File: config.mk
export PLATFORM = sky130hd
export DESIGN_NAME = mrx_exec
export DESIGN_NICKNAME = d
export VERILOG_FILES = /design/src/mrx_pkg.sv /design/src/mrx_exec.sv
export SDC_FILE = /design/constraint.sdc
export NUM_CORES = 2
export LEC_CHECK = 0
export BUFFER_PORTS_ARGS = -buffer_cell sky130_fd_sc_hd__buf_2
export CAP_MARGIN = 10
export CORE_UTILIZATION = 25
export DETAILED_ROUTE_END_ITERATION = 7
export GPL_TIMING_DRIVEN = 0
export PLACE_DENSITY_LB_ADDON = 0.3
export SETUP_SLACK_MARGIN = 0.4
export SKIP_LAST_GASP = 1
export SLEW_MARGIN = 15
export SYNTH_ARGS = -nofsm -noshare
export SYNTH_HDL_FRONTEND = slang
export SYNTH_SLANG_ARGS = --single-unit
File: constraint.sdc
create_clock -name mclk -period 7.3 [get_ports mclk]
set_input_delay 1.46 -clock mclk [delete_from_list [all_inputs] [get_ports mclk]]
set_output_delay 1.46 -clock mclk [all_outputs]
set_load 0.05 [all_outputs]
File: src/mrx_pkg.sv
// Purpose: shared constants for the move/return execution unit
// Assumes: 32-bit avalon-mm register window, 8-bit accumulator core
// Notes:   opcode values are a house encoding shared by the whole core

`default_nettype none

package mrx_pkg;

  // ---------------------------------------------------------------
  // widths
  // ---------------------------------------------------------------
  localparam int ADDR_W = 10;
  localparam int DATA_W = 32;
  localparam int ACC_W = 8;
  localparam int PTR_W = 16;
  localparam int PC_W = 15;
  localparam int FILE_AW = 7;
  localparam int STACK_AW = 4;
  localparam int OP_W = 14;

  // ---------------------------------------------------------------
  // register byte offsets
  // ---------------------------------------------------------------
  localparam logic [9:0] REG_INSTR = 10'h000;
  localparam logic [9:0] REG_ACC = 10'h004;
  localparam logic [9:0] REG_PTR0 = 10'h008;
  localparam logic [9:0] REG_PTR1 = 10'h00c;
  localparam logic [9:0] REG_PC = 10'h010;
  localparam logic [9:0] REG_STATUS = 10'h014;
  localparam logic [9:0] REG_OPTION = 10'h018;
  localparam logic [9:0] REG_POWER_CONTROL_REG = 10'h01c;
  localparam logic [9:0] REG_IRQ_CONTROL_REG = 10'h020;
  localparam logic [9:0] REG_STACK = 10'h024;
  // file window: bit 9 set, file index in bits 8:2
  localparam int FILE_SEL_BIT = 9;

  // ---------------------------------------------------------------
  // field positions
  // ---------------------------------------------------------------
  localparam int POWER_CONTROL_REG_RI_BIT = 0;
  localparam int IRQ_CONTROL_REG_GIE_BIT = 7;
  localparam int INSTR_BAD_BIT = 16;
  localparam int STACK_DEPTH_LSB = 16;

  // ---------------------------------------------------------------
  // reset values
  // ---------------------------------------------------------------
  localparam logic [7:0] ACC_RST = 8'h00;
  localparam logic [15:0] PTR_RST = 16'h0000;
  localparam logic [14:0] PC_RST = 15'h0000;
  localparam logic [7:0] STATUS_RST = 8'h00;
  localparam logic [7:0] OPTION_RST = 8'hff;
  localparam logic RI_RST = 1'b1;
  localparam logic GIE_RST = 1'b0;

  // ---------------------------------------------------------------
  // opcode encoding
  // ---------------------------------------------------------------
  localparam logic [13:0] OP_IDLE = 14'h0000;
  localparam logic [13:0] OP_RESET = 14'h0001;
  localparam logic [13:0] OP_RET = 14'h0008;
  localparam logic [13:0] OP_RTI = 14'h0009;
  localparam logic [13:0] OP_OPTION = 14'h0062;
  localparam logic [6:0] OP_FST_HI = 7'h01;   // 0080 | f
  localparam logic [10:0] OP_IST_HI = 11'h002; // 0010 | n<<2 | mode
  localparam logic [6:0] OP_REL_HI = 7'h7f;   // 3f80 | n<<6 | k

  // pointer update modes
  localparam logic [1:0] MODE_PRE_INC = 2'h0;
  localparam logic [1:0] MODE_PRE_DEC = 2'h1;
  localparam logic [1:0] MODE_POST_INC = 2'h2;
  localparam logic [1:0] MODE_POST_DEC = 2'h3;

  typedef enum logic [1:0] {
    mrx_st_idle = 2'b01,
    mrx_st_pop = 2'b10
  } mrx_state_t;

endpackage

`default_nettype wire

File: src/mrx_exec.sv
// Purpose: executes store, option, reset, idle and return instructions
// Assumes: instructions are issued by writing the instruction register
// Notes:   returns hold waitrequest one extra cycle for the stack pop
//
// Design decisions made here: the Avalon-MM interface to the registers and the address map.
`timescale 1ns/1ps
`default_nettype none

module mrx_exec (
  input wire logic mclk,
  input wire logic nrst,
  input wire logic [9:0] avs_address,
  input wire logic avs_read,
  input wire logic avs_write,
  input wire logic [31:0] avs_writedata,
  input wire logic [3:0] avs_byteenable,
  output logic [31:0] avs_readdata,
  output logic avs_waitrequest,
  output logic device_reset_req,
  output logic [7:0] option_cfg,
  output logic global_irq_enable,
  output logic [14:0] pc
);

  // ---------------------------------------------------------------
  // state
  // ---------------------------------------------------------------
  mrx_pkg::mrx_state_t state, next_state;
  logic ack;
  logic [7:0] acc;
  logic [7:0] status;
  logic [15:0] indirect_pointer [2];
  logic [15:0] next_ptr [2];
  logic soft_reset_flag_n;
  logic [13:0] last_op;
  logic bad_op;
  logic [3:0] sp;
  logic [14:0] stack_mem [16];
  logic [7:0] file_mem [128];
  logic [31:0] rd_mux;

  // ---------------------------------------------------------------
  // bus handshake
  // ---------------------------------------------------------------
  wire req = avs_read | avs_write;
  wire accept = req & ack;
  wire [13:0] op = avs_writedata[13:0];
  wire instr_wr = avs_write & (avs_address == mrx_pkg::REG_INSTR);

  // one consistent encoding for the core
  wire is_idle = op == mrx_pkg::OP_IDLE;
  wire is_reset = op == mrx_pkg::OP_RESET;
  wire is_ret = op == mrx_pkg::OP_RET;
  wire is_rti = op == mrx_pkg::OP_RTI;
  wire is_option = op == mrx_pkg::OP_OPTION;
  wire is_fst = op[13:7] == mrx_pkg::OP_FST_HI;
  wire is_ist = op[13:3] == mrx_pkg::OP_IST_HI;
  wire is_rel = op[13:7] == mrx_pkg::OP_REL_HI;
  wire known = is_idle | is_reset | is_ret | is_rti | is_option | is_fst |
               is_ist | is_rel;
  wire two_cycle = instr_wr & (is_ret | is_rti);
  // the extra wait cycle stands for the stack pop of a return
  wire hold = two_cycle & (state == mrx_pkg::mrx_st_idle);
  assign avs_waitrequest = req & ~ack;
  wire exec = accept & instr_wr;
  wire do_reset = exec & is_reset;
  wire do_pop = exec & (is_ret | is_rti);

  // ---------------------------------------------------------------
  // operand decode
  // ---------------------------------------------------------------
  wire [6:0] fst_addr = op[6:0];
  wire ist_n = is_rel ? op[6] : op[2];
  wire [1:0] pointer_update_mode = op[1:0];
  wire [5:0] rel_k = op[5:0];
  wire [15:0] ptr_sel = indirect_pointer[ist_n];
  // 16-bit adders wrap modulo the pointer range
  wire [15:0] ptr_step = pointer_update_mode[0] ? 16'hffff : 16'h0001;
  wire [15:0] ptr_upd = ptr_sel + ptr_step;
  wire [15:0] rel_ea = ptr_sel + {{10{rel_k[5]}}, rel_k};
  // pre modes address the updated pointer, post modes the old one
  wire [15:0] ist_ea = is_rel ? rel_ea :
                       (pointer_update_mode[1] ? ptr_sel : ptr_upd);
  // the two lowest file addresses are the indirect data ports
  wire fst_port = fst_addr[6:1] == 6'h00;
  wire [6:0] fst_target = fst_port ?
                          indirect_pointer[fst_addr[0]][6:0] : fst_addr;
  wire [6:0] bus_idx = avs_address[8:2];
  wire bus_port = bus_idx[6:1] == 6'h00;
  wire [6:0] bus_target = bus_port ?
                          indirect_pointer[bus_idx[0]][6:0] : bus_idx;
  wire is_file = avs_address[mrx_pkg::FILE_SEL_BIT];

  wire file_we_fst = exec & is_fst;
  wire file_we_ist = exec & (is_ist | is_rel);
  wire file_we_bus = accept & avs_write & is_file;
  wire [6:0] file_waddr = file_we_fst ? fst_target :
                          (file_we_ist ? ist_ea[6:0] : bus_target);
  wire [7:0] file_wdata = (file_we_fst | file_we_ist) ? acc :
                          avs_writedata[7:0];
  // ---------------------------------------------------------------
  // byte enables
  // ---------------------------------------------------------------
  logic [31:0] be_mask;
  for (genvar b = 0; b < 4; b++) begin : g_be
    assign be_mask[b*8 +: 8] = {8{avs_byteenable[b]}};
  end
  wire [31:0] wmask = avs_writedata & be_mask;
  wire wr_go = accept & avs_write;
  wire wr_acc = wr_go & (avs_address == mrx_pkg::REG_ACC) & avs_byteenable[0];
  wire wr_pc = wr_go & (avs_address == mrx_pkg::REG_PC);
  wire wr_status = wr_go & (avs_address == mrx_pkg::REG_STATUS) &
                   avs_byteenable[0];
  wire wr_power_control_reg = wr_go & (avs_address == mrx_pkg::REG_POWER_CONTROL_REG) &
                 avs_byteenable[0];
  wire wr_irq_control_reg = wr_go & (avs_address == mrx_pkg::REG_IRQ_CONTROL_REG) &
                   avs_byteenable[0];
  wire wr_push = wr_go & (avs_address == mrx_pkg::REG_STACK);
  wire [14:0] pc_merged = (pc & ~be_mask[14:0]) | wmask[14:0];
  wire [3:0] sp_top = sp - 4'h1;
  wire [14:0] stack_top = stack_mem[sp_top];

  // ---------------------------------------------------------------
  // pointers, one per index
  // ---------------------------------------------------------------
  for (genvar i = 0; i < 2; i++) begin : g_ptr
    wire wr_ptr = wr_go & (avs_address == (i == 0 ? mrx_pkg::REG_PTR0 :
                                           mrx_pkg::REG_PTR1));
    wire upd = exec & is_ist & (ist_n == 1'(i));
    always_comb begin
      if (do_reset) begin
        next_ptr[i] = mrx_pkg::PTR_RST;
      end else if (wr_ptr) begin
        next_ptr[i] = (indirect_pointer[i] & ~be_mask[15:0]) | wmask[15:0];
      end else if (upd) begin
        next_ptr[i] = ptr_upd;
      end else begin
        next_ptr[i] = indirect_pointer[i]; // relative form keeps it
      end
    end
    always_ff @(posedge mclk or negedge nrst) begin
      if (!nrst) begin
        indirect_pointer[i] <= mrx_pkg::PTR_RST;
      end else begin
        indirect_pointer[i] <= next_ptr[i];
      end
    end
  end

  // ---------------------------------------------------------------
  // handshake and sequencing
  // ---------------------------------------------------------------
  always_comb begin
    case (state)
      mrx_pkg::mrx_st_idle: next_state = (req & ~ack & hold) ?
                                         mrx_pkg::mrx_st_pop : state;
      mrx_pkg::mrx_st_pop: next_state = mrx_pkg::mrx_st_idle;
      default: next_state = mrx_pkg::mrx_st_idle;
    endcase
  end

  always_ff @(posedge mclk or negedge nrst) begin
    if (!nrst) begin
      state <= mrx_pkg::mrx_st_idle;
      ack <= 1'b0;
      avs_readdata <= 32'h0000_0000;
    end else begin
      state <= next_state;
      ack <= req & ~ack & ~hold;
      if (req & ~ack) begin
        avs_readdata <= avs_read ? rd_mux : 32'h0000_0000;
      end
    end
  end

  // ---------------------------------------------------------------
  // core registers
  // ---------------------------------------------------------------
  // only software writes status; of the instructions only reset touches it, clearing it
  always_ff @(posedge mclk or negedge nrst) begin
    if (!nrst) begin
      acc <= mrx_pkg::ACC_RST;
      status <= mrx_pkg::STATUS_RST;
      option_cfg <= mrx_pkg::OPTION_RST;
      soft_reset_flag_n <= mrx_pkg::RI_RST;
      global_irq_enable <= mrx_pkg::GIE_RST;
      pc <= mrx_pkg::PC_RST;
      sp <= 4'h0;
      device_reset_req <= 1'b0;
      last_op <= mrx_pkg::OP_IDLE;
      bad_op <= 1'b0;
    end else begin
      device_reset_req <= do_reset;
      if (exec) begin
        last_op <= op;
        bad_op <= ~known;
      end
      if (do_reset) begin
        // core registers but last_op, and the pointers, return to reset, file and stack contents stay; the flag and last_op record why
        acc <= mrx_pkg::ACC_RST;
        status <= mrx_pkg::STATUS_RST;
        option_cfg <= mrx_pkg::OPTION_RST;
        soft_reset_flag_n <= 1'b0;
        global_irq_enable <= mrx_pkg::GIE_RST;
        pc <= mrx_pkg::PC_RST;
        sp <= 4'h0;
      end else begin
        if (wr_acc) begin
          acc <= avs_writedata[7:0];
        end
        if (wr_status) begin
          status <= avs_writedata[7:0];
        end
        if (exec & is_option) begin
          option_cfg <= acc;
        end
        if (wr_power_control_reg) begin
          soft_reset_flag_n <= avs_writedata[mrx_pkg::POWER_CONTROL_REG_RI_BIT];
        end
        if (exec & is_rti) begin
          global_irq_enable <= 1'b1;
        end else if (wr_irq_control_reg) begin
          global_irq_enable <= avs_writedata[mrx_pkg::IRQ_CONTROL_REG_GIE_BIT];
        end
        if (do_pop) begin
          pc <= stack_top;
          sp <= sp_top;
        end else if (wr_pc) begin
          pc <= pc_merged;
        end else if (exec) begin
          pc <= pc + 15'h0001;
        end
        if (wr_push) begin
          sp <= sp + 4'h1;
        end
      end
    end
  end

  // ---------------------------------------------------------------
  // storage arrays
  // ---------------------------------------------------------------
  // circular stack: a pop past empty wraps, no underflow flag is kept
  always_ff @(posedge mclk) begin
    if (wr_push & ~do_reset) begin
      stack_mem[sp] <= avs_writedata[14:0];
    end
    if (file_we_fst | file_we_ist | file_we_bus) begin
      file_mem[file_waddr] <= file_wdata;
    end
  end

  // ---------------------------------------------------------------
  // read mux
  // ---------------------------------------------------------------
  always_comb begin
    rd_mux = 32'h0000_0000;
    if (is_file) begin
      rd_mux[7:0] = file_mem[bus_target];
    end else if (avs_address == mrx_pkg::REG_INSTR) begin
      rd_mux[13:0] = last_op;
      rd_mux[mrx_pkg::INSTR_BAD_BIT] = bad_op;
    end else if (avs_address == mrx_pkg::REG_ACC) begin
      rd_mux[7:0] = acc;
    end else if (avs_address == mrx_pkg::REG_PTR0) begin
      rd_mux[15:0] = indirect_pointer[0];
    end else if (avs_address == mrx_pkg::REG_PTR1) begin
      rd_mux[15:0] = indirect_pointer[1];
    end else if (avs_address == mrx_pkg::REG_PC) begin
      rd_mux[14:0] = pc;
    end else if (avs_address == mrx_pkg::REG_STATUS) begin
      rd_mux[7:0] = status;
    end else if (avs_address == mrx_pkg::REG_OPTION) begin
      rd_mux[7:0] = option_cfg;
    end else if (avs_address == mrx_pkg::REG_POWER_CONTROL_REG) begin
      rd_mux[mrx_pkg::POWER_CONTROL_REG_RI_BIT] = soft_reset_flag_n;
    end else if (avs_address == mrx_pkg::REG_IRQ_CONTROL_REG) begin
      rd_mux[mrx_pkg::IRQ_CONTROL_REG_GIE_BIT] = global_irq_enable;
    end else if (avs_address == mrx_pkg::REG_STACK) begin
      rd_mux[14:0] = stack_top;
      rd_mux[mrx_pkg::STACK_DEPTH_LSB +: 4] = sp;
    end
  end
endmodule

`default_nettype wire

==> out/summary.txt <==
die width: 488.6 microns
Cell Area, Placed: 0.06404 sq mm
Min-Delay Path Class: reg2reg
routed vias: 42.36k
std cell rows: 178
dominant cells by area after synthesis: edfxtp_1, nand2_1, dfrtp_1, mux4_2, mux2i_1
CTS HTree Levels: 4
Pwr Density: 251.8 mW/mm^2
Worst Setup Start Kind: input pin
Starting DRT DRC Count: 6619
mapped cell area: 0.05919 sq mm
Clock power frac: 42.6%
sequential area share after synthesis: 69.05%
post-synthesis async set-or-reset flop share: 8.406%
WP data required: 7.71 ns
Leak Pwr: 23.74 nW
first-pass GRT wire length: 336600 microns
crit path time final: 6.860 ns
WS Path Type: in2reg
Final Hold Fails: 0
largest family of logic cells by synthesized area: simple AND/OR/NAND/NOR gates
Reg2Reg Setup Slack: 1.41 ns
Distinct cells, synth: 98
final setup vio count: 0
CTS root buf: clkbuf_16
design area: 0.06883 sq mm
DRC Markers: 0
unrepaired setup endpoints after global routing: true
Fin Clk Skew: 0.06230 ns
router iterations before antenna repair: 7
antenna violations before repair: 23
PortBufs: 74
total power: 0.01733 W
P&R area growth vs syn: 16.29%
Max stage delay cell, worst path: nor2_1
WP depth: 14
GRT overflow: 0
number of max-cap violations: 0
Synth Instances: 4462
post-synthesis mux area share: 6.500%
Worst-Margin Slew: 1.353 ns
die area: 0.2387 sq mm
CP endpoint kind: register
Placeable Area: 0.2352 sq mm
CP arrival: 7.27 ns
Mean Syn Cell Area: 13.27 sq um
Buffers & Inverters on Critical Path: 2
area leader, netlist: edfxtp_1
Post-Layout Cell Count: 7994
Highest Clock Rate: 0.1458 GHz
Max clock buf depth: 3
Yosys reg bits: 1380
Slew Limit Fails: 0
slew margin rel.: 9.783%
hold_buf cts: 0
post-route setup slack: 0.4399 ns
Num CTS Buffers: 147
adder-cell share of the synthesized area: 0.6384%
Reg clk slew, reported paths: 0.06 ns
nets: 4794
Post-synth EDFFs: 1264
final hold slack: 0.4767 ns
DP Cell Count: 7711
vias in the first global route: 38.87k
total track usage: 20.61%
CTS tree: yes
DP HPWL: 172800 microns
power share of the combinational group: 7.4%
largest net degree at the start of global routing: 124
worst skew pair latency: 0.83 ns
Post-DRT Antenna Nets: 0
xor/xnor share of the synthesized area: 0.2811%
Worst Path Max Fanout: 19
share of cells above drive strength 1: 13.16%
Yosys warnings: 0
final worst path period share: 93.97%
io pins: 108
status: finished, final reports clean
hold depth: 2
dpl ws: -0.6992 ns
simple-gate share of the synthesized area: 13.06%
RePlAce Congestion: 0.9956
initial core utilization: 25.17%
Avg WL per Cell: 31.45 microns
main flop type after synthesis: edfxtp_1
Synth top area share: 64.13%
critical path, cell by cell: buf_2, clkdlybuf4s15_1, o21ai_2, nand3_1, nand2_1, fa_1, xor2_1, nor2_1, a311oi_1, a21oi_1, a221o_1, nor2_2, nand3_1, nor2_1
Switching Fraction: 25.30%
internal power: 0.01295 W
CP max stage delay: 1.02 ns
via/cell ratio: 5.299
Synth Area in Compound Gates: 7.902%
VDD IR max: 0.2125 mV
Seq pwr share: 50.0%
Routed WL: 251400 microns
sw power: 0.004385 W
largest delay contributor family on the critical path: simple AND/OR/NAND/NOR gates
Die Span Y: 488.6 microns
worst r2r path cells: 13
FILL cells: 23.95k
Clock Sink Count: 1380
[Yosys cell counts, types with 10 or more instances]
cell type and instances:
edfxtp_1 1264, xnor2_1 13, nand3_1 220, a31oi_1 71
o221ai_1 18, mux2i_1 174, a21oi_1 145, a221oi_1 14
dfstp_2 10, o31ai_1 12, dfrtp_1 106, nand2_1 984
o22ai_1 41, inv_1 20, nor3_1 26, clkbuf_1 130
a311oi_1 77, a221o_1 11, ha_1 27, and3_1 134
nor2_1 249, and2_1 20, nor4_1 28, buf_1 16
a21o_1 17, a22oi_1 13, buf_2 99, a211oi_1 30
a22o_1 17, mux2_2 29, or3_1 10, o21ai_0 100
nand4_1 21, buf_4 49, a32o_1 12, mux4_2 79
[cell usage in the layout (no fill, tap or decap), types with 18 or more instances in the layout]
cell type  netlist  routed
mux2_2          29      22
clkinv_1         1      23
nand2_1        984     984
nor3_1          26      26
a211oi_1        30      30
o221ai_1        18      18
a21oi_1        145     143
inv_1           20      20
mux4_2          79      79
nor2_1         249     226
a311oi_1        77      77
and2_1          20      20
and3_1         134     134
buf_4           49      53
a31oi_1         71      71
nor4_1          28      27
dfrtp_1        106     106
mux2i_1        174     174
clkbuf_16        0     149
nor2_2           1      19
nand4_1         21      21
o21ai_0        100     100
buf_2           99     173
clkinv_2         0      27
nand3_1        220     220
ha_1            27      27
edfxtp_1      1264    1264
o22ai_1         41      41
clkbuf_1       130     157
[sequential cells by signal, indices dropped and copies added, names as in the netlist, 2 cells and up]
signal and cells:
pc 15, option_cfg 8, file_mem 1024, acc 8, indirect_pointer 32, status 8, last_op 14, avs_readdata 20
sp 4, state 2, stack_mem 240
[final cells by class]
type	count	area [sq um]	area share, %
Timing Repair Buffer	93	755.7	1.098
Inverter	21	78.83	0.1145
Buffer	297	1466	2.131
Sequential cell	1380	40870	59.38
Clock inverter	72	723.2	1.051
Clock buffer	194	3908	5.677
Tap cell	3150	3941	5.726
Multi-Input combinational cell	2775	17050	24.78
Antenna cell	12	30.03	0.04363
[worst register-to-register path, stage by stage (launching register included)]
cell,delay [ns]
dfrtp_1,0.40
buf_2,0.39
buf_1,0.73
inv_1,0.23
ha_1,0.34
clkbuf_1,0.41
clkbuf_1,0.69
mux4_2,0.45
mux4_2,0.60
nand2_1,0.16
a221o_1,0.49
a31oi_1,0.13
o21ai_0,0.45
o21ai_0,0.22
[final timing paths]
kind | startpoint | to
worst max-delay path | avs_writedata[2] | file_mem[20][0]
worst min-delay path | avs_readdata[6] | avs_readdata[6]
worst max register to register | sp[0] | avs_readdata[4]
worst min register to register | avs_readdata[6] | avs_readdata[6]
max in group asynchronous | nrst | state[0]
min in group asynchronous | nrst | pc[12]
[cell families (layout without fill, tap and decap cells)]
| family | Yosys count | after routing |
|---|---|---|
| adders and majority gates | 29 | 29 |
| xor gates and xnor gates | 19 | 19 |
| DFF | 1380 | 1380 |
| buffers and inverters | 318 | 677 |
| other | 1 | 24 |
| and+or+nand+nor | 1757 | 1757 |
| muxes | 282 | 282 |
| AOI/OAI and AO/OA | 676 | 676 |
[what timing repair did]
item | in CTS | in global routing
setup buffers | 0 | 3
gates cloned | 0 | 0
gates resized for setup | 5 | 21
setup endpoints to repair | 56 | 168
pin swaps | 0 | 2
[per-layer routing]
layer  global-route usage [%]  up-vias  share of wire [%]
met2                    31.26     2719                 44
met4                    9.214        2                5.0
met1                    28.11    21760                 41
met5                        0        -             0.0048
met3                    4.357      515                 10
li1                         -    17370                  -
[stage by stage]
| step | TNS, ns | util (%) |
|---|---|---|
| finish | 0 | 29.27 |
| global route | 0 | 29.26 |
| CTS | 0 | 29.20 |
| detailed placement | -71.40 | 27.23 |
| global placement | -148.11 | 27.02 |
| floorplan | 0 | - |
[power by group through the flow]
stage	Sequential (W)	Clock (W)	Combinational, W
5_1_grt	0.00865	0.00771	0.00130
6_report	0.00866	0.00738	0.00129
2_1_floorplan	0.00884	0	0.000541
3_3_place_gp	0.00884	0	0.00120
4_1_cts	0.00866	0.00742	0.00124
3_5_place_dp	0.00882	0	0.00124
(Power assumes the default switching activity.)
